### src/rtl/tmr2_pkg.sv
package tmr2_pkg;

  // apb geometry
  localparam int APB_AW = 12;
  localparam int APB_DW = 32;
  localparam int IDX_W  = 10;

  // register indices, byte address is four times the index
  localparam logic [IDX_W-1:0] IDX_CTRL     = 10'h0c8;
  localparam logic [IDX_W-1:0] IDX_MODE     = 10'h0c9;
  localparam logic [IDX_W-1:0] IDX_RCAP_LO  = 10'h0ca;
  localparam logic [IDX_W-1:0] IDX_RCAP_HI  = 10'h0cb;
  localparam logic [IDX_W-1:0] IDX_COUNT_LO = 10'h0cc;
  localparam logic [IDX_W-1:0] IDX_COUNT_HI = 10'h0cd;
  localparam logic [IDX_W-1:0] IDX_IRQ_STAT = 10'h0d0;
  localparam logic [IDX_W-1:0] IDX_IRQ_CLR  = 10'h0d1;
  localparam logic [IDX_W-1:0] IDX_IRQ_EN   = 10'h0d2;

  // control register fields
  localparam int CTL_OVF  = 7;
  localparam int CTL_EXF  = 6;
  localparam int CTL_RCLK = 5;
  localparam int CTL_UART_TX_CLOCK_SELECT = 4;
  localparam int CTL_EXEN = 3;
  localparam int CTL_RUN  = 2;
  localparam int CTL_CT   = 1;
  localparam int CTL_CPRL = 0;

  // mode register fields
  localparam int          MOD_OE   = 1;
  localparam logic [7:0]  MOD_MASK = 8'h02;

  // interrupt status fields
  localparam int IRQ_W   = 2;
  localparam int IRQ_OVF = 0;
  localparam int IRQ_EXT = 1;

  // reset values
  localparam logic [7:0]       RST_CTRL  = 8'h00;
  localparam logic [7:0]       RST_MODE  = 8'h00;
  localparam logic [15:0]      RST_RCAP  = 16'h0000;
  localparam logic [15:0]      RST_COUNT = 16'h0000;
  localparam logic [IRQ_W-1:0] RST_IRQ   = 2'h0;

  // counter limits
  localparam logic [15:0] COUNT_MAX = 16'hffff;
  localparam logic [15:0] COUNT_ONE = 16'h0001;

  // operating modes
  typedef enum logic [3:0] {
    MODE_CAPTURE = 4'b0001,
    MODE_RELOAD  = 4'b0010,
    MODE_BAUD    = 4'b0100,
    MODE_CLKOUT  = 4'b1000
  } tmr2_mode_t;

endpackage

### src/rtl/tmr2_top.sv
`timescale 1ns/1ps
`default_nettype none
module tmr2_top (
  // clock and reset
  input  wire logic                         clk,
  input  wire logic                         rstn,
  // apb slave
  input  wire logic                         psel,
  input  wire logic                         penable,
  input  wire logic                         pwrite,
  input  wire logic [tmr2_pkg::APB_AW-1:0]  paddr,
  input  wire logic [tmr2_pkg::APB_DW-1:0]  pwdata,
  input  wire logic [3:0]                   pstrb,
  output logic                              pready,
  output logic [tmr2_pkg::APB_DW-1:0]       prdata,
  output logic                              pslverr,
  // count pin, two-way
  input  wire logic                         count_clock_pin_i,
  output logic                              count_clock_pin_o,
  output logic                              count_clock_pin_oe_n,
  // trigger pin
  input  wire logic                         ext_trigger_pin_i,
  // uart baud clocks
  output logic                              uart_rx_baud_tick,
  output logic                              uart_tx_baud_tick,
  // interrupt
  output logic                              irq
);
  import tmr2_pkg::*;

  // state registers
  logic [7:0]       ctrl_reg;
  logic [7:0]       ctrl_next;
  logic [7:0]       mode_reg;
  logic [7:0]       mode_next;
  logic [15:0]      rcap_reg;
  logic [15:0]      rcap_next;
  logic [15:0]      count_reg;
  logic [15:0]      count_next;
  logic [IRQ_W-1:0] irq_stat_reg;
  logic [IRQ_W-1:0] irq_stat_next;
  logic [IRQ_W-1:0] irq_en_reg;
  logic [IRQ_W-1:0] irq_en_next;
  logic             clkout_reg;
  logic             clkout_next;
  logic             pin_oe_n_reg;
  logic             rx_tick_reg;
  logic             tx_tick_reg;
  logic             irq_reg;
  logic             pready_reg;
  logic [APB_DW-1:0] prdata_reg;
  logic             pslverr_reg;

  // pin synchronisers, bit 0 count pin, bit 1 trigger pin
  wire  [1:0] pin_raw = {ext_trigger_pin_i, count_clock_pin_i};
  logic [1:0] pin_fall;

  for (genvar g = 0; g < 2; g++) begin : g_sync
    tmr2_edge_sync u_sync (
      .clk    (clk),
      .rstn   (rstn),
      .pin_in (pin_raw[g]),
      .fall   (pin_fall[g])
    );
  end

  wire count_fall = pin_fall[0];
  wire trig_fall  = pin_fall[1];

  // control fields
  wire run_control           = ctrl_reg[CTL_RUN];
  wire counter_timer_select  = ctrl_reg[CTL_CT];
  wire capture_reload_select = ctrl_reg[CTL_CPRL];
  wire ext_trigger_enable    = ctrl_reg[CTL_EXEN];
  wire uart_rx_clock_select  = ctrl_reg[CTL_RCLK];
  wire uart_tx_clock_select  = ctrl_reg[CTL_UART_TX_CLOCK_SELECT];
  wire clock_output_enable   = mode_reg[MOD_OE];

  // mode selection
  wire        baud_select = uart_rx_clock_select | uart_tx_clock_select;
  tmr2_mode_t mode;

  assign mode = baud_select           ? MODE_BAUD :
                capture_reload_select ? MODE_CAPTURE :
                clock_output_enable   ? MODE_CLKOUT :
                                        MODE_RELOAD;

  wire in_capture = (mode == MODE_CAPTURE);
  wire in_reload  = (mode == MODE_RELOAD);
  wire in_clkout  = (mode == MODE_CLKOUT);

  // count source and run gate
  wire count_src = counter_timer_select ? count_fall : 1'b1;
  wire tick      = run_control & count_src;

  // overflow and trigger events
  wire overflow   = tick & (count_reg == COUNT_MAX);
  wire trig_evt   = ext_trigger_enable & trig_fall;
  wire reload_evt = (overflow & ~in_capture)
                  | (trig_evt & in_reload);
  wire capt_evt   = trig_evt & in_capture;
  wire ovf_flag_set = overflow & (in_capture | in_reload);

  // clock-out pin drive
  wire pin_drive = clock_output_enable & ~counter_timer_select;

  // apb decode
  wire [IDX_W-1:0] idx     = paddr[APB_AW-1:2];
  wire             aligned = (paddr[1:0] == 2'b00);
  wire             access  = psel & penable;
  wire             commit  = access & pready_reg;
  wire             wr_en   = commit & pwrite & pstrb[0];
  wire [7:0]       wbyte   = pwdata[7:0];

  wire hit_ctrl     = aligned & (idx == IDX_CTRL);
  wire hit_mode     = aligned & (idx == IDX_MODE);
  wire hit_rcap_lo  = aligned & (idx == IDX_RCAP_LO);
  wire hit_rcap_hi  = aligned & (idx == IDX_RCAP_HI);
  wire hit_count_lo = aligned & (idx == IDX_COUNT_LO);
  wire hit_count_hi = aligned & (idx == IDX_COUNT_HI);
  wire hit_irq_stat = aligned & (idx == IDX_IRQ_STAT);
  wire hit_irq_clr  = aligned & (idx == IDX_IRQ_CLR);
  wire hit_irq_en   = aligned & (idx == IDX_IRQ_EN);
  wire mapped = hit_ctrl | hit_mode | hit_rcap_lo | hit_rcap_hi | hit_count_lo
              | hit_count_hi | hit_irq_stat | hit_irq_clr | hit_irq_en;

  wire wr_ctrl     = wr_en & hit_ctrl;
  wire wr_mode     = wr_en & hit_mode;
  wire wr_rcap_lo  = wr_en & hit_rcap_lo;
  wire wr_rcap_hi  = wr_en & hit_rcap_hi;
  wire wr_count_lo = wr_en & hit_count_lo;
  wire wr_count_hi = wr_en & hit_count_hi;
  wire wr_irq_clr  = wr_en & hit_irq_clr;
  wire wr_irq_en   = wr_en & hit_irq_en;

  // read data selection
  wire [7:0] rd_byte =
      hit_ctrl     ? ctrl_reg :
      hit_mode     ? (mode_reg & MOD_MASK) :
      hit_rcap_lo  ? rcap_reg[7:0] :
      hit_rcap_hi  ? rcap_reg[15:8] :
      hit_count_lo ? count_reg[7:0] :
      hit_count_hi ? count_reg[15:8] :
      hit_irq_stat ? {6'h00, irq_stat_reg} :
      hit_irq_en   ? {6'h00, irq_en_reg} :
                     8'h00;

  // counter next value, software byte write wins over counting
  always_comb begin
    count_next = count_reg;
    if (reload_evt) begin
      count_next = rcap_reg;
    end else if (tick) begin
      count_next = count_reg + COUNT_ONE;
    end
    if (wr_count_lo) begin
      count_next[7:0] = wbyte;
    end
    if (wr_count_hi) begin
      count_next[15:8] = wbyte;
    end
  end

  // capture/reload pair next value
  always_comb begin
    rcap_next = rcap_reg;
    if (capt_evt) begin
      rcap_next = count_reg;
    end
    if (wr_rcap_lo) begin
      rcap_next[7:0] = wbyte;
    end
    if (wr_rcap_hi) begin
      rcap_next[15:8] = wbyte;
    end
  end

  // control register, hardware flag set wins over software clear
  always_comb begin
    ctrl_next = ctrl_reg;
    if (wr_ctrl) begin
      ctrl_next = wbyte;
    end
    if (ovf_flag_set) begin
      ctrl_next[CTL_OVF] = 1'b1;
    end
    if (trig_evt) begin
      ctrl_next[CTL_EXF] = 1'b1;
    end
  end

  // mode register keeps only the clock-output enable
  always_comb begin
    mode_next = mode_reg;
    if (wr_mode) begin
      mode_next = wbyte & MOD_MASK;
    end
  end

  // interrupt status: set wins over write-one-to-clear
  wire [IRQ_W-1:0] irq_set;
  wire [IRQ_W-1:0] irq_clr = wr_irq_clr ? wbyte[IRQ_W-1:0] : '0;

  assign irq_set[IRQ_OVF] = ovf_flag_set;
  assign irq_set[IRQ_EXT] = trig_evt;

  always_comb begin
    irq_stat_next = (irq_stat_reg & ~irq_clr) | irq_set;
    irq_en_next   = wr_irq_en ? wbyte[IRQ_W-1:0] : irq_en_reg;
  end

  // clock-out toggle on each overflow while in MODE_CLKOUT
  always_comb begin
    clkout_next = clkout_reg;
    if (overflow & in_clkout) begin
      clkout_next = ~clkout_reg;
    end
  end

  // timer registers
  always_ff @(posedge clk or negedge rstn) begin
    if (!rstn) begin
      ctrl_reg  <= RST_CTRL;
      mode_reg  <= RST_MODE;
      rcap_reg  <= RST_RCAP;
      count_reg <= RST_COUNT;
    end else begin
      ctrl_reg  <= ctrl_next;
      mode_reg  <= mode_next;
      rcap_reg  <= rcap_next;
      count_reg <= count_next;
    end
  end

  // interrupt registers
  always_ff @(posedge clk or negedge rstn) begin
    if (!rstn) begin
      irq_stat_reg <= RST_IRQ;
      irq_en_reg   <= RST_IRQ;
      irq_reg      <= 1'b0;
    end else begin
      irq_stat_reg <= irq_stat_next;
      irq_en_reg   <= irq_en_next;
      irq_reg      <= |(irq_stat_next & irq_en_next);
    end
  end

  // pin and uart outputs
  always_ff @(posedge clk or negedge rstn) begin
    if (!rstn) begin
      clkout_reg   <= 1'b0;
      pin_oe_n_reg <= 1'b1;
      rx_tick_reg  <= 1'b0;
      tx_tick_reg  <= 1'b0;
    end else begin
      clkout_reg   <= clkout_next;
      pin_oe_n_reg <= ~pin_drive;
      rx_tick_reg  <= overflow & uart_rx_clock_select;
      tx_tick_reg  <= overflow & uart_tx_clock_select;
    end
  end

  // apb answer: one wait state, then pready for one cycle
  always_ff @(posedge clk or negedge rstn) begin
    if (!rstn) begin
      pready_reg  <= 1'b0;
      prdata_reg  <= '0;
      pslverr_reg <= 1'b0;
    end else begin
      pready_reg  <= access & ~pready_reg;
      pslverr_reg <= access & ~pready_reg & ~mapped;
      if (access & ~pready_reg & ~pwrite) begin
        prdata_reg <= {24'h000000, rd_byte};
      end else if (commit) begin
        prdata_reg <= '0;
      end
    end
  end

  // output drive
  assign pready               = pready_reg;
  assign prdata               = prdata_reg;
  assign pslverr              = pslverr_reg;
  assign count_clock_pin_o    = clkout_reg;
  assign count_clock_pin_oe_n = pin_oe_n_reg;
  assign uart_rx_baud_tick    = rx_tick_reg;
  assign uart_tx_baud_tick    = tx_tick_reg;
  assign irq                  = irq_reg;

endmodule
`default_nettype wire

### src/rtl/tmr2_edge_sync.sv
`timescale 1ns/1ps
`default_nettype none
module tmr2_edge_sync (
  // clock and reset
  input  wire logic clk,
  input  wire logic rstn,
  // pin side
  input  wire logic pin_in,
  // synchronised side
  output logic      fall
);

  logic meta_reg;
  logic sync_reg;
  logic prev_reg;

  // two-flop synchroniser then one stage of history
  always_ff @(posedge clk or negedge rstn) begin
    if (!rstn) begin
      meta_reg <= 1'b1;
      sync_reg <= 1'b1;
      prev_reg <= 1'b1;
    end else begin
      meta_reg <= pin_in;
      sync_reg <= meta_reg;
      prev_reg <= sync_reg;
    end
  end

  // falling edge: previous high, current low
  assign fall = prev_reg & ~sync_reg;

endmodule
`default_nettype wire

### config.mk
export PLATFORM = sky130hd
export DESIGN_NAME = tmr2_top
export DESIGN_NICKNAME = d
export VERILOG_FILES = /design/src/rtl/tmr2_pkg.sv /design/src/rtl/tmr2_top.sv /design/src/rtl/tmr2_edge_sync.sv
export SDC_FILE = /design/constraint.sdc
export NUM_CORES = 1
export LEC_CHECK = 0
export BUFFER_PORTS_ARGS = -buffer_cell sky130_fd_sc_hd__buf_2
export CORE_MARGIN = 5
export CORE_UTILIZATION = 50
export DETAILED_ROUTE_END_ITERATION = 16
export PLACE_DENSITY = 0.75
export SYNTH_ARGS = -nofsm -noshare
export SYNTH_HDL_FRONTEND = slang
export SYNTH_HIERARCHICAL = 1
export SYNTH_SLANG_ARGS = --single-unit
### constraint.sdc
create_clock -name clk -period 4 [get_ports clk]
set_clock_uncertainty 0.1 [all_clocks]
set_input_delay 0.4 -clock clk [delete_from_list [all_inputs] [get_ports clk]]
set_output_delay 0.4 -clock clk [all_outputs]
set_load 0.01 [all_outputs]
* Yosys cells after proc, flatten, opt, wreduce, memory -nomap -nowiden
Index checks and enable logic that the tools add are counted.
** Operators by class
- Add/subtract/negate cells :: 1
- Multiply operators :: 0
- Divide/modulo/power cells :: 0
- Order comparisons :: 0
- Equal/unequal tests :: 13
- Shift operators :: 0
- Muxes and demuxes :: 26
- Bitwise gates (word level) :: 61
- Reductions and logical operators :: 9
** Operators with widths (number)
- == test 10 x 8 -> 1 bit, second input constant :: 9
- two-way mux 8 bit :: 11
- two-way mux 32 bit :: 2
- two-way mux 16 bit :: 3
- AND 1 bit :: 37
- adder 16 x 1 -> 16 bit, second input constant :: 1
- == test 16 bit, second input constant :: 1
- two-way mux 4 bit :: 3
- bitwise OR 1 bit :: 11
- nonzero test 2 bit :: 5
- NOT 1 bit :: 9
- two-way mux 2 bit :: 4
- nonzero test 3 bit :: 2
- AND 2 bit :: 2
- == test 4 x 1 -> 1 bit, second input constant :: 1
- == test 4 x 2 -> 1 bit, second input constant :: 1
- == test 4 bit, second input constant :: 1
- two-way mux 1 bit :: 3
- logical NOT 2 bit :: 1
- NOT 2 bit :: 1
- bitwise OR 2 bit :: 1
- OR reduction 2 bit :: 1
** Word-level totals
- Bits in registers :: 90
- Bits in latches :: 0
- RAM bits :: 0
- Memory bits (read-only) :: 0
- Bits of input ports :: 55
- Logic and storage cells :: 134
- Memories :: 0

* Longest topological paths before layout
- Depth after elaboration :: 12
- Depth in mapped cells :: 8
- Depth with buffers taken out :: 6

* By module
The synthesis kept the hierarchy.
** By module, submodules not included
- tmr2_top :: times used 1, cells each 436, area an instance 3972.6 um2, seq. area each 1502.7 um2
- tmr2_edge_sync :: times used 2, cells each 4, area an instance 92.6 um2, seq. area each 78.8 um2

* Least setup slack after synthesis
Ideal clock, no wire load.
- Kind :: reg-to-reg
- Start :: register g_sync[0].u_sync.prev_reg
- End :: register clkout_reg, in the netlist count_clock_pin_o
- Setup time :: 0.079 ns
- Arrival :: 1.968 ns
- Setup slack :: 1.853 ns
- Cell stages (with the launch flop) :: 8
- Path buffers :: 1
- Cell sequence :: dfstp_2 -> nor2b_4 -> nand2b_1 -> clkbuf_1 -> nand2_1 -> nor4_4 -> nor3b_2 -> xor2_1
** Between the ends
- Cells in the longest elaborated chain, start to end :: 5
** Ends and longest elaborated chain
- start, declared :: RTL line tmr2_edge_sync.sv:15 : logic prev_reg;
- start signal, assigned :: RTL line tmr2_edge_sync.sv:26 : prev_reg <= sync_reg;
- AND 1 bit :: RTL line tmr2_edge_sync.sv:31 : assign fall = prev_reg & ~sync_reg;
- net count_fall :: RTL line tmr2_top.sv:67 : wire count_fall = pin_fall[0];
- two-way mux 1 bit :: RTL line tmr2_top.sv:93 : wire count_src = counter_timer_select ? count_fall : 1'b1;
- AND 1 bit :: RTL line tmr2_top.sv:94 : wire tick = run_control & count_src;
- AND 1 bit :: RTL line tmr2_top.sv:97 : wire overflow = tick & (count_reg == COUNT_MAX);
- AND 1 bit :: RTL line tmr2_top.sv:215 : if (overflow & in_clkout) begin
- end signal, assigned :: RTL line tmr2_top.sv:256 : clkout_reg <= clkout_next;
- end, declared :: RTL line tmr2_top.sv:44 : logic clkout_reg;
The timed path passes the listed nets, and every way through them passes these cells.
A chain may end at the register's enable or synchronous reset.

* Worst setup path after layout
- Start :: register g_sync[0].u_sync.prev_reg
- End :: register count_reg[10]
** Between the ends
- Cells in the longest elaborated chain, start to end :: 8
- Elaborated cells between the ends (all ways) :: 9
** Ends and longest elaborated chain
- AND 1 bit * :: RTL line tmr2_edge_sync.sv:31
- net count_fall :: RTL line tmr2_top.sv:67
- two-way mux 1 bit * :: RTL line tmr2_top.sv:93
- AND 1 bit * :: RTL line tmr2_top.sv:94
- AND 1 bit :: RTL line tmr2_top.sv:97
- AND 1 bit :: RTL line tmr2_top.sv:99 : wire reload_evt = (overflow & ~in_capture)
- bitwise OR 1 bit :: RTL line tmr2_top.sv:100 : | (trig_evt & in_reload);
- two-way mux 16 bit :: RTL line tmr2_top.sv:151 : if (reload_evt) begin
- two-way mux 8 bit :: RTL line tmr2_top.sv:159 : if (wr_count_hi) begin
- end signal, assigned :: RTL line tmr2_top.sv:231 : count_reg <= count_next;
- end, declared :: RTL line tmr2_top.sv:38 : logic [15:0] count_reg;
Mark *: on every way through the listed nets, which the timed path passes. The rest lies on a longest branch.

==> metrics.md <==
| Metric | Value |
|---|---|
| Status | finished clean |
| Min Hold Slack | 0.0355 ns |
| Chip Width | around 100 um |
| Setup TNS Final | 0 ns |
| Fmax | 390 MHz |
| Fin crit share | 0.642 |
| Total routed wirelength | 11200 um |
| WL met3 | between 900 and 1000 um |
| Max Used Layer | met4 |
| Final setup vio count | 0 |
| Switching Share | 0.246 |
| Bufs on Longest Clock Path | 2 |
| Share of layout cells above drive strength 1 | 0.209 |
| Max-cap violation count | 0 |
| Number of antenna-violating nets in the routed design | 0 |
| Sequential share of the synthesized area | 0.399 |
| Post-Syn Instances | 444 |
| Net switching power | roughly 350 uW |
| Power Internal | 1.06 mW |
| RSZ-0062 raised after global routing | false |
| Slowest cell on crit path | a211oi_1 |
| Crit path buf inv count | 0 |
| CTS tree | built |
| Num CTS Buffers | 9 |
| Vias post-DR | ~3600 |
| Crit path max fanout | 11 |
| Vias/cell | 6.11 |
| Layout net count | 535 |
| Cell row count | 33 |
| GRT Total Usage | 0.224 |
| Critical Path RT | 4.19 ns |
| Wire per inst | 19.0 um |
| Slew @ Worst Pin | between 1 and 1.5 ns |
| Rel. slew slack | 0.182 |
| Initial core utilization | 0.509 |
| Largest net degree at the start of global routing | 43 |
| PortBufs | 42 |
| Total chip power | ~1.4 mW |
| Clk slew on worst S/H paths | 0.07 ns |
| CTS resizes | 0 |
| Top delay family on crit path | compound AO/OA/AOI/OAI gates |
| Critical path arrival | 2.76 ns |
| Slew Limit Fails | 0 |
| Later-pin clock latency in the skew report | roughly 0.36 ns |
| Hold_buf cts | 0 |
| Cells along the critical path | nor2b_4 -> nand2b_1 -> nand2_1 -> a211oi_1 -> a32o_1 -> o22a_1 |
| Post-layout util | 0.556 |
| Die Ht | 101 um |
| I/O pin cnt | 94 |
| Distinct cells, synth | 64 |
| DRC Markers | 0 |
| #FFs+latches synth | 66 |
| Hold Path Class | input pin to register |
| Antenna diodes | 0 |
| Routability cong. | 0.999 |
| Grt ovf | 0 |
| First-pass GRT wire length | 17800 um |
| PwrDens | 309 nW/um^2 |
| Number of flops mapped to enable cells by yosys | 0 |
| Leakage | between 1.5 and 2 nW |
| Worst VDD drop | 201 uV |
| Synthesized area | 4160 um^2 |
| Yosys warnings | 6 |
| Slowest stage delay, CP | 0.62 ns |
| Area grow syn2layout | 9.39% |
| Clk pwr share | 0.444 |
| Fin crit period | 2.57 ns |
| Comb pwr share | 0.073 |
| Crit start category | register |
| H-tree depth | 3 |
| Synthesized area per cell | 9.36 um^2 |
| First-pass DRT Iterations | 5 |
| Core area | 8180 um^2 |
| CP Capture Type | register |
| Ys async rst share | 1.00 |
| Finished Layout Cells | 589 |
| Post-synth top flop | dfrtp_1 |
| DR WL met2 | 5350 um |
| Final Hold Fails | 0 |
| Vias in the first global route | 3538 |
| Initial antenna violation count | 0 |
| Initial DRC count | 246 |
| DP Wirelength | ~8200 um |
| Placed Cells | approximately 570 |
| Seq pwr share | 0.483 |
| Clk sinks | 66 |
| Setup Fix Bufs, Post-CTS | 0 |
| DRT met1 WL | approximately 4600 um |
| Root Driver | clkbuf_8 |
| WS Path Type | register to register |
| Die area | 10200 um^2 |
-- cells by family after synthesis --
group           count (synthesis)  synth area share
other cells                     1          0.000902
compound gates                 99             0.155
flops                          66             0.399
simple gates                  166             0.228
xor+xnor                        9            0.0190
mux                            47             0.118
buf+inv                        55            0.0773
fa+ha+maj                       1           0.00301
-- cell usage after synthesis (all sizes together) (3+ instances only) --
cell type / number / share of area
nor2: 36 / 0.033
inv: 11 / 0.0099
and3: 3 / 0.0045
buf: 33 / 0.057
dfstp: 7 / 0.044
or4: 3 / 0.0063
dfrtp: 59 / 0.36
and4: 3 / 0.0063
nor3: 7 / 0.0096
a22oi: 17 / 0.031
nor4: 10 / 0.022
a31oi: 4 / 0.0075
a221oi: 4 / 0.0084
nand2: 40 / 0.036
a21oi: 18 / 0.022
xnor2: 7 / 0.015
clkbuf: 11 / 0.010
nor2b: 6 / 0.013
nand4: 11 / 0.018
nand2b: 10 / 0.015
mux2i: 30 / 0.072
mux2: 17 / 0.046
a211oi: 4 / 0.0072
nand3: 20 / 0.024
o21ai: 33 / 0.040
and2: 5 / 0.0075
-- routing by layer --
layer / global-route usage / vias up
li1: - / 1644
met1: 0.285 / 1742
met2: 0.367 / 186
met3: 0.0448 / 27
met4: 0.103 / 0
met5: 0 / -
-- stage by stage --
| stage | setup WS (ns) | area (um^2) |
|---|---|---|
| 5_1_grt | 1.30 | 4550 |
| 3_3_place_gp | 1.35 | 4330 |
| 3_5_place_dp | 1.29 | 4330 |
| 2_1_floorplan | 1.85 | 4240 |
| 6_report | 1.43 | 4550 |
| 4_1_cts | 1.49 | 4550 |
-- layout by cell type, fill, tap and decap left out, types with 3 or more instances in the layout --
master     n
a31oi_1    3
nand2b_1  10
o21ai_0   33
and3_1     3
dfstp_2    7
nor3_1     6
buf_4      3
clkbuf_8   9
nand3_1   20
a211oi_1   4
conb_1    24
buf_2     42
dfrtp_1   59
nand4_1   10
a22oi_1   17
and2_1     5
xnor2_1    7
and4_1     3
nor4_1     8
inv_1     11
a21oi_1   18
a221oi_1   4
nand2_1   40
nor2b_1    4
nor2_1    35
mux2_2    17
mux2i_1   30
-- path summary, 6_finish.rpt --
| path | depth (start not counted) | to | slack, ns | startpoint |
|---|---|---|---|---|
| worst min-delay path | 1 | g_sync[1].u_sync/meta_reg | 0.04 | ext_trigger_pin_i |
| min in group asynchronous | 1 | irq | 0.08 | rstn |
| worst max register to register | 6 | count_reg[10] | 1.43 | g_sync[0].u_sync/prev_reg |
| worst min register to register | 0 | g_sync[0].u_sync/sync_reg | 0.26 | g_sync[0].u_sync/meta_reg |
| max in group asynchronous | 2 | rcap_reg[5] | 2.96 | rstn |
| worst max-delay path | 6 | count_reg[10] | 1.43 | g_sync[0].u_sync/prev_reg |
-- final cells by class --
class	instances	area, um^2
Clock inverter	6	92.6
Tap cell	105	131
Timing Repair Buffer	45	233
Sequential cell	66	1660
Inverter	11	41.3
Clock buffer	10	128
Multi-Input combinational cell	346	2260
Fill cell	758	3630
-- power by group through the flow --
stage	Sequential [mW]	Combinational, mW	Clock (mW)
after global placement	0.691	0.0993	0
after CTS	0.678	0.102	0.639
after detailed placement	0.691	0.101	0
after floorplan	0.691	0.0719	0
after global routing	0.679	0.113	0.671
final	0.678	0.102	0.623
Note: power is estimated with default switching activity, not from simulation.
